<file path="src/mfkm_placeholder_none.sv">
`timescale 1ns/100ps

</file>
<file path="src/mfkm_pkg.sv">
// mfkm_pkg: constants and carrier types for the mac field key stream masker.
// assumes one 50 MHz system clock and an AHB-Lite register port.
package mfkm_pkg;
    // field geometry of one full-slot two-level field
    localparam int FIELD_BITS = 388;
    localparam int A_BITS = 64;
    localparam int B_BITS = 324;
    localparam int HDR_BITS = 8;
    localparam int TAIL_BITS = 40;
    localparam int ACRC_BITS = 16;
    localparam int B_DATA_BITS = 320;
    localparam int B_PAR_BITS = 4;
    localparam int SUB_PAY_BITS = 64;
    localparam int SUB_CRC_BITS = 16;
    localparam int SUB_BITS = SUB_PAY_BITS + SUB_CRC_BITS;
    localparam int SINGLE_PAY_BITS = 304;
    // key stream segment geometry
    localparam int SEG_BITS = TAIL_BITS + B_BITS - B_PAR_BITS;
    localparam int PAIR_BITS = 2 * SEG_BITS;
    localparam logic [8:0] TAIL_FIRST = 9'(HDR_BITS);
    localparam logic [8:0] TAIL_END = 9'(HDR_BITS + TAIL_BITS);
    localparam logic [8:0] B_FIRST = 9'(A_BITS);
    localparam logic [8:0] POS_LAST = 9'(FIELD_BITS - 1);
    localparam logic [9:0] KS_LAST = 10'(PAIR_BITS - 1);
    localparam logic [9:0] SEG_SECOND = 10'(SEG_BITS);
    // header sub-fields: tail code in bits 1..3, b-field content code in 4..6
    localparam int HDR_TAIL_LSB = 1;
    localparam int HDR_BA_LSB = 4;
    localparam int CODE_W = 3;
    // register byte addresses
    localparam logic [7:0] REG_CTRL = 8'h00;
    localparam logic [7:0] REG_ENC_LEN = 8'h04;
    localparam logic [7:0] REG_STATUS = 8'h08;
    // control register fields
    localparam int CTRL_ENC = 0;
    localparam int CTRL_SIDE = 1;
    localparam int CTRL_SVC_LSB = 2;
    localparam int CTRL_TCODE_LSB = 4;
    localparam int CTRL_UCODE_LSB = 7;
    localparam logic [2:0] CTL_TAIL_RST = 3'h6;
    localparam logic [2:0] USER_BA_RST = 3'h0;
    localparam logic [8:0] ENC_LEN_RST = 9'h140;
    localparam logic [8:0] ENC_LEN_MAX = 9'(B_DATA_BITS);
    // user service selection
    typedef enum logic [1:0] {
        SVC_UNPROT = 2'h0,
        SVC_MULTI = 2'h1,
        SVC_SINGLE = 2'h2,
        SVC_ENCODED = 2'h3
    } mfkm_svc_t;
    // one serial field bit with its framing
    typedef struct packed {
        logic first;
        logic dir;
        logic data;
    } mfkm_fbit_t;
endpackage

</file>
<file path="src/mfkm_masker.sv">
// mfkm_masker: applies one key stream segment to a serial full-slot field.
// assumes the framing logic feeds field bits a0 first on clk_sys and that
// the key stream generator streams its output bits with valid/ready.
//
// Function
// (RULE_01) field is 64 A bits plus 324 B bits
// (RULE_02) A-field: header, 40-bit tail, 16-bit crc
// (RULE_03) tail type taken from header code
// (RULE_04) B-field: 320 data bits, 4 parity bits
// (RULE_05) unprotected format: all 320 bits payload
// (RULE_06) multisubfield: four 64-bit payloads plus crcs
// (RULE_07) mixed control-user field handled as control
// (RULE_08) singlesubfield: 304 payload bits, one crc
// (RULE_09) user format follows negotiated service type
// (RULE_10) header and crc clear; control tail encrypted
// (RULE_11) parity, subfield crcs, codec redundancy never encrypted
// (RULE_12) control field: every subfield payload encrypted
// (RULE_13) key stream of twice 360 bits
// (RULE_14) segment equals tail plus B data bits
// (RULE_15) two segments in generation order, index 0 first
// (RULE_16) control tail: segment 0..39 onto a8..a47
// (RULE_17) other tail: segment 0..39 discarded
// (RULE_18) unprotected: segment 40..359 onto b0..b319
// (RULE_19) singlesubfield: segment 40..343 onto b0..b303
// (RULE_20) multisubfield: four 64-bit runs, gaps unused
// (RULE_21) encoded: segment 40 up to 320r+39
// (RULE_22) decryption uses identical mapping
// (RULE_23) crcs computed and checked over encrypted bits
// (RULE_24) segment order depends on side and direction
// (RULE_25) generator re-initialised every encrypted frame
// (RULE_26) clear mode: pass through, no key use
`timescale 1ns/100ps
module mfkm_masker
    import mfkm_pkg::*;
(
    input wire logic clk_sys, // 50 MHz system clock
    input wire logic nrst, // async reset, active low
    input wire logic hsel, // ahb slave select
    input wire logic [7:0] haddr, // ahb byte address
    input wire logic [1:0] htrans, // ahb transfer type
    input wire logic hwrite, // ahb write
    input wire logic [2:0] hsize, // ahb size
    input wire logic [31:0] hwdata, // ahb write data
    input wire logic hready, // ahb bus ready
    output logic hreadyout, // ahb slave ready
    output logic hresp, // ahb response, always okay
    output logic [31:0] hrdata, // ahb read data
    input wire logic frame_start, // frame strobe from framing logic
    output logic ksg_init, // re-init pulse to key generator
    input wire logic ks_valid, // key stream bit valid
    input wire logic ks_bit, // key stream bit
    output logic ks_ready, // key stream bit accepted
    input wire logic fld_valid, // field bit valid
    input wire mfkm_fbit_t fld_in, // field bit with framing
    output logic fld_ready, // field bit can be taken
    output logic out_valid, // masked bit valid
    output mfkm_fbit_t fld_out // masked bit with framing
);
    typedef enum logic [1:0] {
        ST_IDLE,
        ST_LOAD,
        ST_READY
    } mfkm_state_t;

    mfkm_state_t state;
    logic enc_en;
    logic side_portable;
    mfkm_svc_t user_svc;
    logic [2:0] ctl_tail_code;
    logic [2:0] user_ba_code;
    logic [8:0] enc_len;
    logic frame_enc;
    logic [PAIR_BITS-1:0] seg_pair;
    logic [9:0] ks_cnt;
    logic [8:0] pos;
    logic use_second;
    logic ctl_tail;
    logic [1:0] b_fmt;
    logic [7:0] hdr;
    logic [7:0] field_cnt;
    logic wr_pend;
    logic [7:0] wr_addr;
    logic addr_ok;
    logic [8:0] cur_pos;
    logic cur_dir;
    logic cur_use_second;
    logic cur_ctl_tail;
    logic [1:0] cur_fmt;
    logic [7:0] cur_hdr;
    logic key_hit;
    logic [9:0] key_idx;
    logic ks_take;
    logic fld_take;

    // B-field data bit b is payload to be masked under format fmt
    function automatic logic b_payload(input logic [8:0] b, input logic [1:0] fmt,
                                       input logic [8:0] elen);
        logic [8:0] sub_off;
        sub_off = b % 9'(SUB_BITS);
        case (fmt)
            SVC_UNPROT: b_payload = (b < 9'(B_DATA_BITS)); // [RULE_05] [RULE_18]
            SVC_MULTI: b_payload = (b < 9'(B_DATA_BITS)) &&
                                   (sub_off < 9'(SUB_PAY_BITS)); // [RULE_06] [RULE_20]
            SVC_SINGLE: b_payload = (b < 9'(SINGLE_PAY_BITS)); // [RULE_08] [RULE_19]
            SVC_ENCODED: b_payload = (b < elen); // [RULE_21]
            default: b_payload = 1'b0;
        endcase
    endfunction

    // segment bit index of a field position; the a-field crc carries no key
    // bits, so b-field data continue the segment right after the tail
    function automatic logic [9:0] seg_index(input logic [8:0] p, input logic second);
        logic [8:0] off;
        if (p >= B_FIRST)
            off = p - B_FIRST + 9'(TAIL_BITS);
        else
            off = p - TAIL_FIRST;
        seg_index = 10'(off) + (second ? SEG_SECOND : 10'h000);
    endfunction

    // address phase qualifier
    assign addr_ok = hsel && hready && htrans[1];

    // one key bit or one field bit changes hands at this edge
    assign ks_take = ks_valid && ks_ready;
    assign fld_take = fld_valid && fld_ready;

    // ahb handshake: zero wait state, always okay
    always_ff @(posedge clk_sys or negedge nrst)
    begin
        if (!nrst)
        begin
            hreadyout <= 1'b1;
            hresp <= 1'b0;
        end
        else
        begin
            hreadyout <= 1'b1;
            hresp <= 1'b0;
        end
    end

    // ahb write address capture for the data phase
    always_ff @(posedge clk_sys or negedge nrst)
    begin
        if (!nrst)
        begin
            wr_pend <= 1'b0;
            wr_addr <= 8'h00;
        end
        else if (hready)
        begin
            wr_pend <= addr_ok && hwrite;
            wr_addr <= haddr;
        end
    end

    // control registers written in the data phase
    always_ff @(posedge clk_sys or negedge nrst)
    begin
        if (!nrst)
        begin
            enc_en <= 1'b0;
            side_portable <= 1'b0;
            user_svc <= SVC_UNPROT;
            ctl_tail_code <= CTL_TAIL_RST;
            user_ba_code <= USER_BA_RST;
            enc_len <= ENC_LEN_RST;
        end
        else if (wr_pend)
        begin
            case (wr_addr)
                REG_CTRL:
                begin
                    enc_en <= hwdata[CTRL_ENC];
                    side_portable <= hwdata[CTRL_SIDE];
                    user_svc <= mfkm_svc_t'(hwdata[CTRL_SVC_LSB +: 2]);
                    ctl_tail_code <= hwdata[CTRL_TCODE_LSB +: CODE_W];
                    user_ba_code <= hwdata[CTRL_UCODE_LSB +: CODE_W];
                end
                REG_ENC_LEN:
                begin
                    // payload may never run past the last segment bit
                    if (hwdata[8:0] > ENC_LEN_MAX)
                        enc_len <= ENC_LEN_MAX;
                    else
                        enc_len <= hwdata[8:0];
                end
                default:
                begin
                end
            endcase
        end
    end

    // ahb read data, registered at the address phase
    always_ff @(posedge clk_sys or negedge nrst)
    begin
        if (!nrst)
            hrdata <= 32'h0000_0000;
        else if (addr_ok && !hwrite)
        begin
            case (haddr)
                REG_CTRL: hrdata <= {22'h000000, user_ba_code, ctl_tail_code,
                                     user_svc, side_portable, enc_en};
                REG_ENC_LEN: hrdata <= {23'h000000, enc_len};
                REG_STATUS: hrdata <= {16'h0000, field_cnt, 4'h0,
                                       frame_enc, state == ST_LOAD,
                                       state == ST_READY, 1'b0};
                default: hrdata <= 32'h0000_0000;
            endcase
        end
    end

    // frame sequencing and key stream loading
    always_ff @(posedge clk_sys or negedge nrst)
    begin
        if (!nrst)
        begin
            state <= ST_IDLE;
            frame_enc <= 1'b0;
            ksg_init <= 1'b0;
            ks_ready <= 1'b0;
            ks_cnt <= 10'h000;
        end
        else
        begin
            ksg_init <= 1'b0;
            if (frame_start)
            begin
                frame_enc <= enc_en;
                ks_cnt <= 10'h000;
                if (enc_en)
                begin
                    ksg_init <= 1'b1; // [RULE_25]
                    ks_ready <= 1'b1; // [RULE_13]
                    state <= ST_LOAD;
                end
                else
                begin
                    ks_ready <= 1'b0; // [RULE_26]
                    state <= ST_READY;
                end
            end
            else
            begin
                case (state)
                    ST_IDLE:
                    begin
                        // waits for the first frame strobe
                    end
                    ST_LOAD:
                    begin
                        if (ks_take)
                        begin
                            ks_cnt <= ks_cnt + 10'h001;
                            if (ks_cnt == KS_LAST)
                            begin
                                ks_ready <= 1'b0;
                                state <= ST_READY;
                            end
                        end
                    end
                    ST_READY:
                    begin
                        // key pair held until the next frame strobe
                    end
                    default: state <= ST_IDLE;
                endcase
            end
        end
    end

    // segment pair storage, index 0 is the earliest generator bit
    always_ff @(posedge clk_sys or negedge nrst)
    begin
        if (!nrst)
            seg_pair <= '0;
        else if (state == ST_LOAD && ks_take && !frame_start)
            seg_pair[ks_cnt] <= ks_bit; // [RULE_15]
    end

    // field bits are stalled while the key pair is still loading
    always_ff @(posedge clk_sys or negedge nrst)
    begin
        if (!nrst)
            fld_ready <= 1'b0;
        else
            fld_ready <= (state == ST_READY) && !frame_start;
    end

    // position and per-field context of the incoming bit
    always_comb
    begin
        cur_pos = fld_in.first ? 9'h000 : pos;
        cur_dir = fld_in.first ? fld_in.dir : 1'b0;
        cur_use_second = fld_in.first ? (side_portable ^ fld_in.dir) : use_second; // [RULE_24]
        cur_hdr = hdr;
        if (cur_pos < TAIL_FIRST)
            cur_hdr[cur_pos[2:0]] = fld_in.data;
        cur_ctl_tail = (cur_hdr[HDR_TAIL_LSB +: CODE_W] == ctl_tail_code); // [RULE_03]
        // content code picks control layout or the negotiated user layout
        if (cur_hdr[HDR_BA_LSB +: CODE_W] == user_ba_code)
            cur_fmt = user_svc; // [RULE_09]
        else
            cur_fmt = SVC_MULTI; // [RULE_07] [RULE_12]
        if (cur_pos >= TAIL_FIRST)
        begin
            cur_ctl_tail = ctl_tail;
            cur_fmt = b_fmt;
        end
    end

    // key bit selection and the segment index of the current bit
    always_comb
    begin
        key_hit = 1'b0;
        if (cur_pos >= TAIL_FIRST && cur_pos < TAIL_END)
            key_hit = cur_ctl_tail; // [RULE_10] [RULE_16] [RULE_17]
        else if (cur_pos >= B_FIRST)
            key_hit = b_payload(cur_pos - B_FIRST, cur_fmt, enc_len); // [RULE_04] [RULE_11]
        key_idx = seg_index(cur_pos, cur_use_second); // [RULE_14]
        // never index past the stored pair
        if (key_idx > KS_LAST)
            key_hit = 1'b0;
    end

    // per-field context capture
    always_ff @(posedge clk_sys or negedge nrst)
    begin
        if (!nrst)
        begin
            pos <= 9'h000;
            use_second <= 1'b0;
            ctl_tail <= 1'b0;
            b_fmt <= SVC_UNPROT;
            hdr <= 8'h00;
            field_cnt <= 8'h00;
        end
        else if (fld_take)
        begin
            hdr <= cur_hdr;
            use_second <= cur_use_second;
            ctl_tail <= cur_ctl_tail;
            b_fmt <= cur_fmt;
            if (cur_pos == POS_LAST)
            begin
                pos <= 9'h000; // [RULE_01]
                field_cnt <= field_cnt + 8'h01;
            end
            else
                pos <= cur_pos + 9'h001;
        end
    end

    // masked output; the same mapping serves both directions, and crcs are
    // generated and checked downstream over the masked bits
    always_ff @(posedge clk_sys or negedge nrst)
    begin
        if (!nrst)
        begin
            out_valid <= 1'b0;
            fld_out <= '0;
        end
        else
        begin
            out_valid <= fld_take; // [RULE_23]
            fld_out.first <= fld_in.first;
            fld_out.dir <= fld_in.first ? cur_dir : fld_in.dir;
            fld_out.data <= fld_in.data ^ (frame_enc && key_hit && seg_pair[key_idx]); // [RULE_22] [RULE_26] [RULE_02]
        end
    end
endmodule

</file>
<file path="config.mk">
export PLATFORM = sky130hd
export DESIGN_NAME = mfkm_masker
export DESIGN_NICKNAME = d
export VERILOG_FILES = /design/src/mfkm_placeholder_none.sv /design/src/mfkm_pkg.sv /design/src/mfkm_masker.sv
export SDC_FILE = /design/constraint.sdc
export NUM_CORES = 2
export LEC_CHECK = 0
export BUFFER_PORTS_ARGS = -buffer_cell sky130_fd_sc_hd__clkbuf_2
export CORE_MARGIN = 5
export CORE_UTILIZATION = 45
export DETAILED_ROUTE_END_ITERATION = 10
export PLACE_DENSITY_LB_ADDON = 0.1
export SETUP_SLACK_MARGIN = 0.2
export SYNTH_ARGS = -nofsm -noshare
export SYNTH_HDL_FRONTEND = slang
export SYNTH_SLANG_ARGS = --single-unit
</file>
<file path="constraint.sdc">
create_clock -name clk_sys -period 4.8 [get_ports clk_sys]
set_clock_uncertainty 0.05 [all_clocks]
set_input_delay 0.48 -clock clk_sys [delete_from_list [all_inputs] [get_ports clk_sys]]
set_output_delay 0.48 -clock clk_sys [all_outputs]
set_load 0.05 [all_outputs]
</file>
==> qor.csv <==
metric,value,unit
count of pins over their slew limit,0,
Rel. slew slack,13.5,%
largest net degree at the start of global routing,134,
critical path capture point type,flip-flop,
max-cap viol count,0,
crit-path max FO,12,
R2R cell count,16,
# setup viols final,0,
"most common cell after layout, fill and taps aside",nand2_1,
Layout area overhead,11.5,%
total gr overflow,0,
Post-DP HPWL,110000,µm
mux share of post-synthesis cell area,7.92,%
unrepaired setup endpoints after global routing,no,
simple-gate share of the synthesized area,20.7,%
GR met1 Demand/Resource,49.7,%
post-placement cell count,5816,
RD Place Congestion,1.02,
chip height,316,µm
number of synthesized flops with an enable pin,0,
Setup crit start kind,flip-flop,
FF-to-FF Start,pos[3],
most frequent cells in the layout,"nand2_1, dfrtp_1, o21ai_0",
H-tree depth,3,
CTS tree,done,
Mapped Avg Cell Area,8.76,µm²
Via density,6.55,
Leakage,0.0235,µW
Die Area,100000,µm²
met2 usage,51.2,%
drc violations,0,
Worst-Skew Late Latency,0.69,ns
Max VDD drop,233,µV
Die W,316,µm
largest family of logic cells by synthesized area,simple AND/OR/NAND/NOR gates,
cell area after layout,47100,µm²
vias,39300,
routed wire length,179000,µm
Longest Clk Path Bufs,3,
outcome,finished clean,
Synth async-reset ratio,100,%
All-Layer GR Usage,35.1,%
Synth cell types,76,
Hold Path Class,primary input to flip-flop,
"Net count, final",4751,
reg2reg end,fld_out[0],
WP data required,5.32,ns
Sink Count,811,
crit share post-route,90.1,%
TritonCTS buffer count,93,
Tightest Pin Transition,1.29,ns
row count,112,
first-pass GRT wire length,262000,µm
Post-Syn Instances,4825,
filler-free cell count of the finished design,6002,
core box area,93200,µm²
GRT busiest layer,met2,
Initial DRT Pass Iterations,8,
total I/O pin count,98,
Root Buffer,clkbuf_16,
Post-Syn Area,42200,µm²
initial antenna violation count,9,
"reg-to-reg slack, setup",0.47,ns
WS Path Type,flip-flop to flip-flop,
worst hold start,hsel,
vias in the first global route,37500,
Worst Hold End,wr_pend,
dpl cell area,43900,µm²
Synth Area in Compound Gates,16.6,%
Iteration-0 DRC Markers,5741,
initial core utilization,45.3,%
Routed Antenna Nets,0,
Fin. Hold Viols,0,
Synth warnings,0,
"Clk pin slew, worst setup/hold paths",0.06,ns
PwrDens,373,nW/µm²
XOR/XNOR Fraction of Synth Area,0.498,%
Setup TNS Final,0,ns
post-synthesis adder-cell area fraction,0.652,%
DR WL/cell,29.9,µm
met3 usage in global routing,8.46,%
# fillers,8726,
# port buffers,53,
WP data arrival,4.85,ns
Max Fclk,0.231,GHz
"Seq/Total Area, Yosys",48.0,%
post-route minimum period,4.33,ns
#FFs+latches synth,811,
Synth Flop Type,dfrtp_1,
hold path cells,3,
ratio of cells with drive above 1 in the final layout,13.8,%
## cell type report
class / count / area [µm²] / area share [%]
inverter: 51 / 191 / 0.406
timing repair buffer: 251 / 2100 / 4.46
multi-input combinational: 3464 / 19900 / 42.3
clock buffer: 147 / 2800 / 5.95
clock inverter: 18 / 216 / 0.459
sequential: 811 / 20300 / 43.1
tap: 1254 / 1570 / 3.33
antenna: 6 / 15.0 / 0.0319
## worst max-delay path, cell delays in order, from the launching register on
cell       delay, ns
dfrtp_1         0.46
nand2_1         0.21
inv_1           0.12
ha_1            0.23
buf_4           0.16
nor3_1          0.16
o21ai_0         0.12
ha_1            0.72
nand2_1         0.25
a221oi_1        0.24
o21ai_0         0.13
nand3_1         0.15
a22oi_1         0.13
o2111ai_1       0.28
a21oi_1         0.14
o311a_1         0.37
a211o_1         0.27
## sequential cells by signal (all words and copies together), names as in the netlist, 2 cells and up
signal         count
b_fmt              2
ctl_tail_code      3
enc_len            9
field_cnt          8
fld_out            3
hdr                6
hrdata            16
ks_cnt            10
pos                9
seg_pair         720
state              2
user_ba_code       3
user_svc           2
wr_addr            8
## layer usage
metal  vias up  routed length, µm
met2      2362              76700
met1     19800              73700
met5         -                  0
li1      16700                  -
met4         0               9900
met3       476              19000
## how the worst max path moves through the flow
stage / slack [ns] / start / end
after floorplan: 0.23 / fld_in[2] / fld_out[0]
after global placement: 0.28 / fld_in[2] / fld_out[0]
after detailed placement: 0.34 / fld_in[2] / fld_out[0]
after CTS: 0.59 / pos[3] / fld_out[0]
after global routing: 0.25 / pos[3] / fld_out[0]
final: 0.47 / pos[3] / fld_out[0]
## cell families after synthesis
| family | Yosys count |
|---|---|
| xor gates and xnor gates | 24 |
| AOI/OAI and AO/OA | 1184 |
| and+or+nand+nor | 1936 |
| muxes | 280 |
| DFF | 811 |
| other | 2 |
| buffers and inverters | 566 |
| adders and majority gates | 22 |
## report_power, final
group          total (µW)  internal [µW]  switching, µW
clock                7230           4200           3030
combinational        3310            998           2310
sequential           7030           6890            140
total               17600          12100           5480
## stage by stage
step                      hold WS (ns)  setup WS (ns)  util (%)  power, µW
final                           0.0271          0.474      50.6      17600
after detailed placement         0.414          0.337      47.1      10300
after global placement           0.410          0.279      47.1      10300
after CTS                     0.000942          0.595      50.5      17500
after floorplan                  0.134          0.233         -       8870
after global routing            0.0356          0.251      50.5      18000
## cell usage after synthesis (all sizes together), types with 12 or more instances
master   count  area, µm²
a211oi      25        188
a21oi       64        320
a221oi      35        307
a22o        12        105
a31oi       13       81.3
buf        110        679
clkbuf     405       1520
dfrtp      807      20200
ha          22        275
inv         48        180
mux2       133       1500
mux2i      117       1170
mux4        30        676
nand2      824       3090
nand2b      37        231
nand3      698       3490
nand4       17        106
nor2       193        724
nor2b       19        119
nor3        45        225
nor4        13       81.3
o2111ai     14        123
o21ai      762       3810
o221ai      46        403
o22ai       78        488
or2         21        131
or3         12       75.1
xnor2       12        105
xor2        12        105
## timing repair
item	4_1_cts	5_1_grt
hold buffers	15	0
buffers inserted	0	0
gates resized for setup	0	0
endpoints found under the hold margin	90	0
Note: power is estimated with default switching activity, not from simulation.
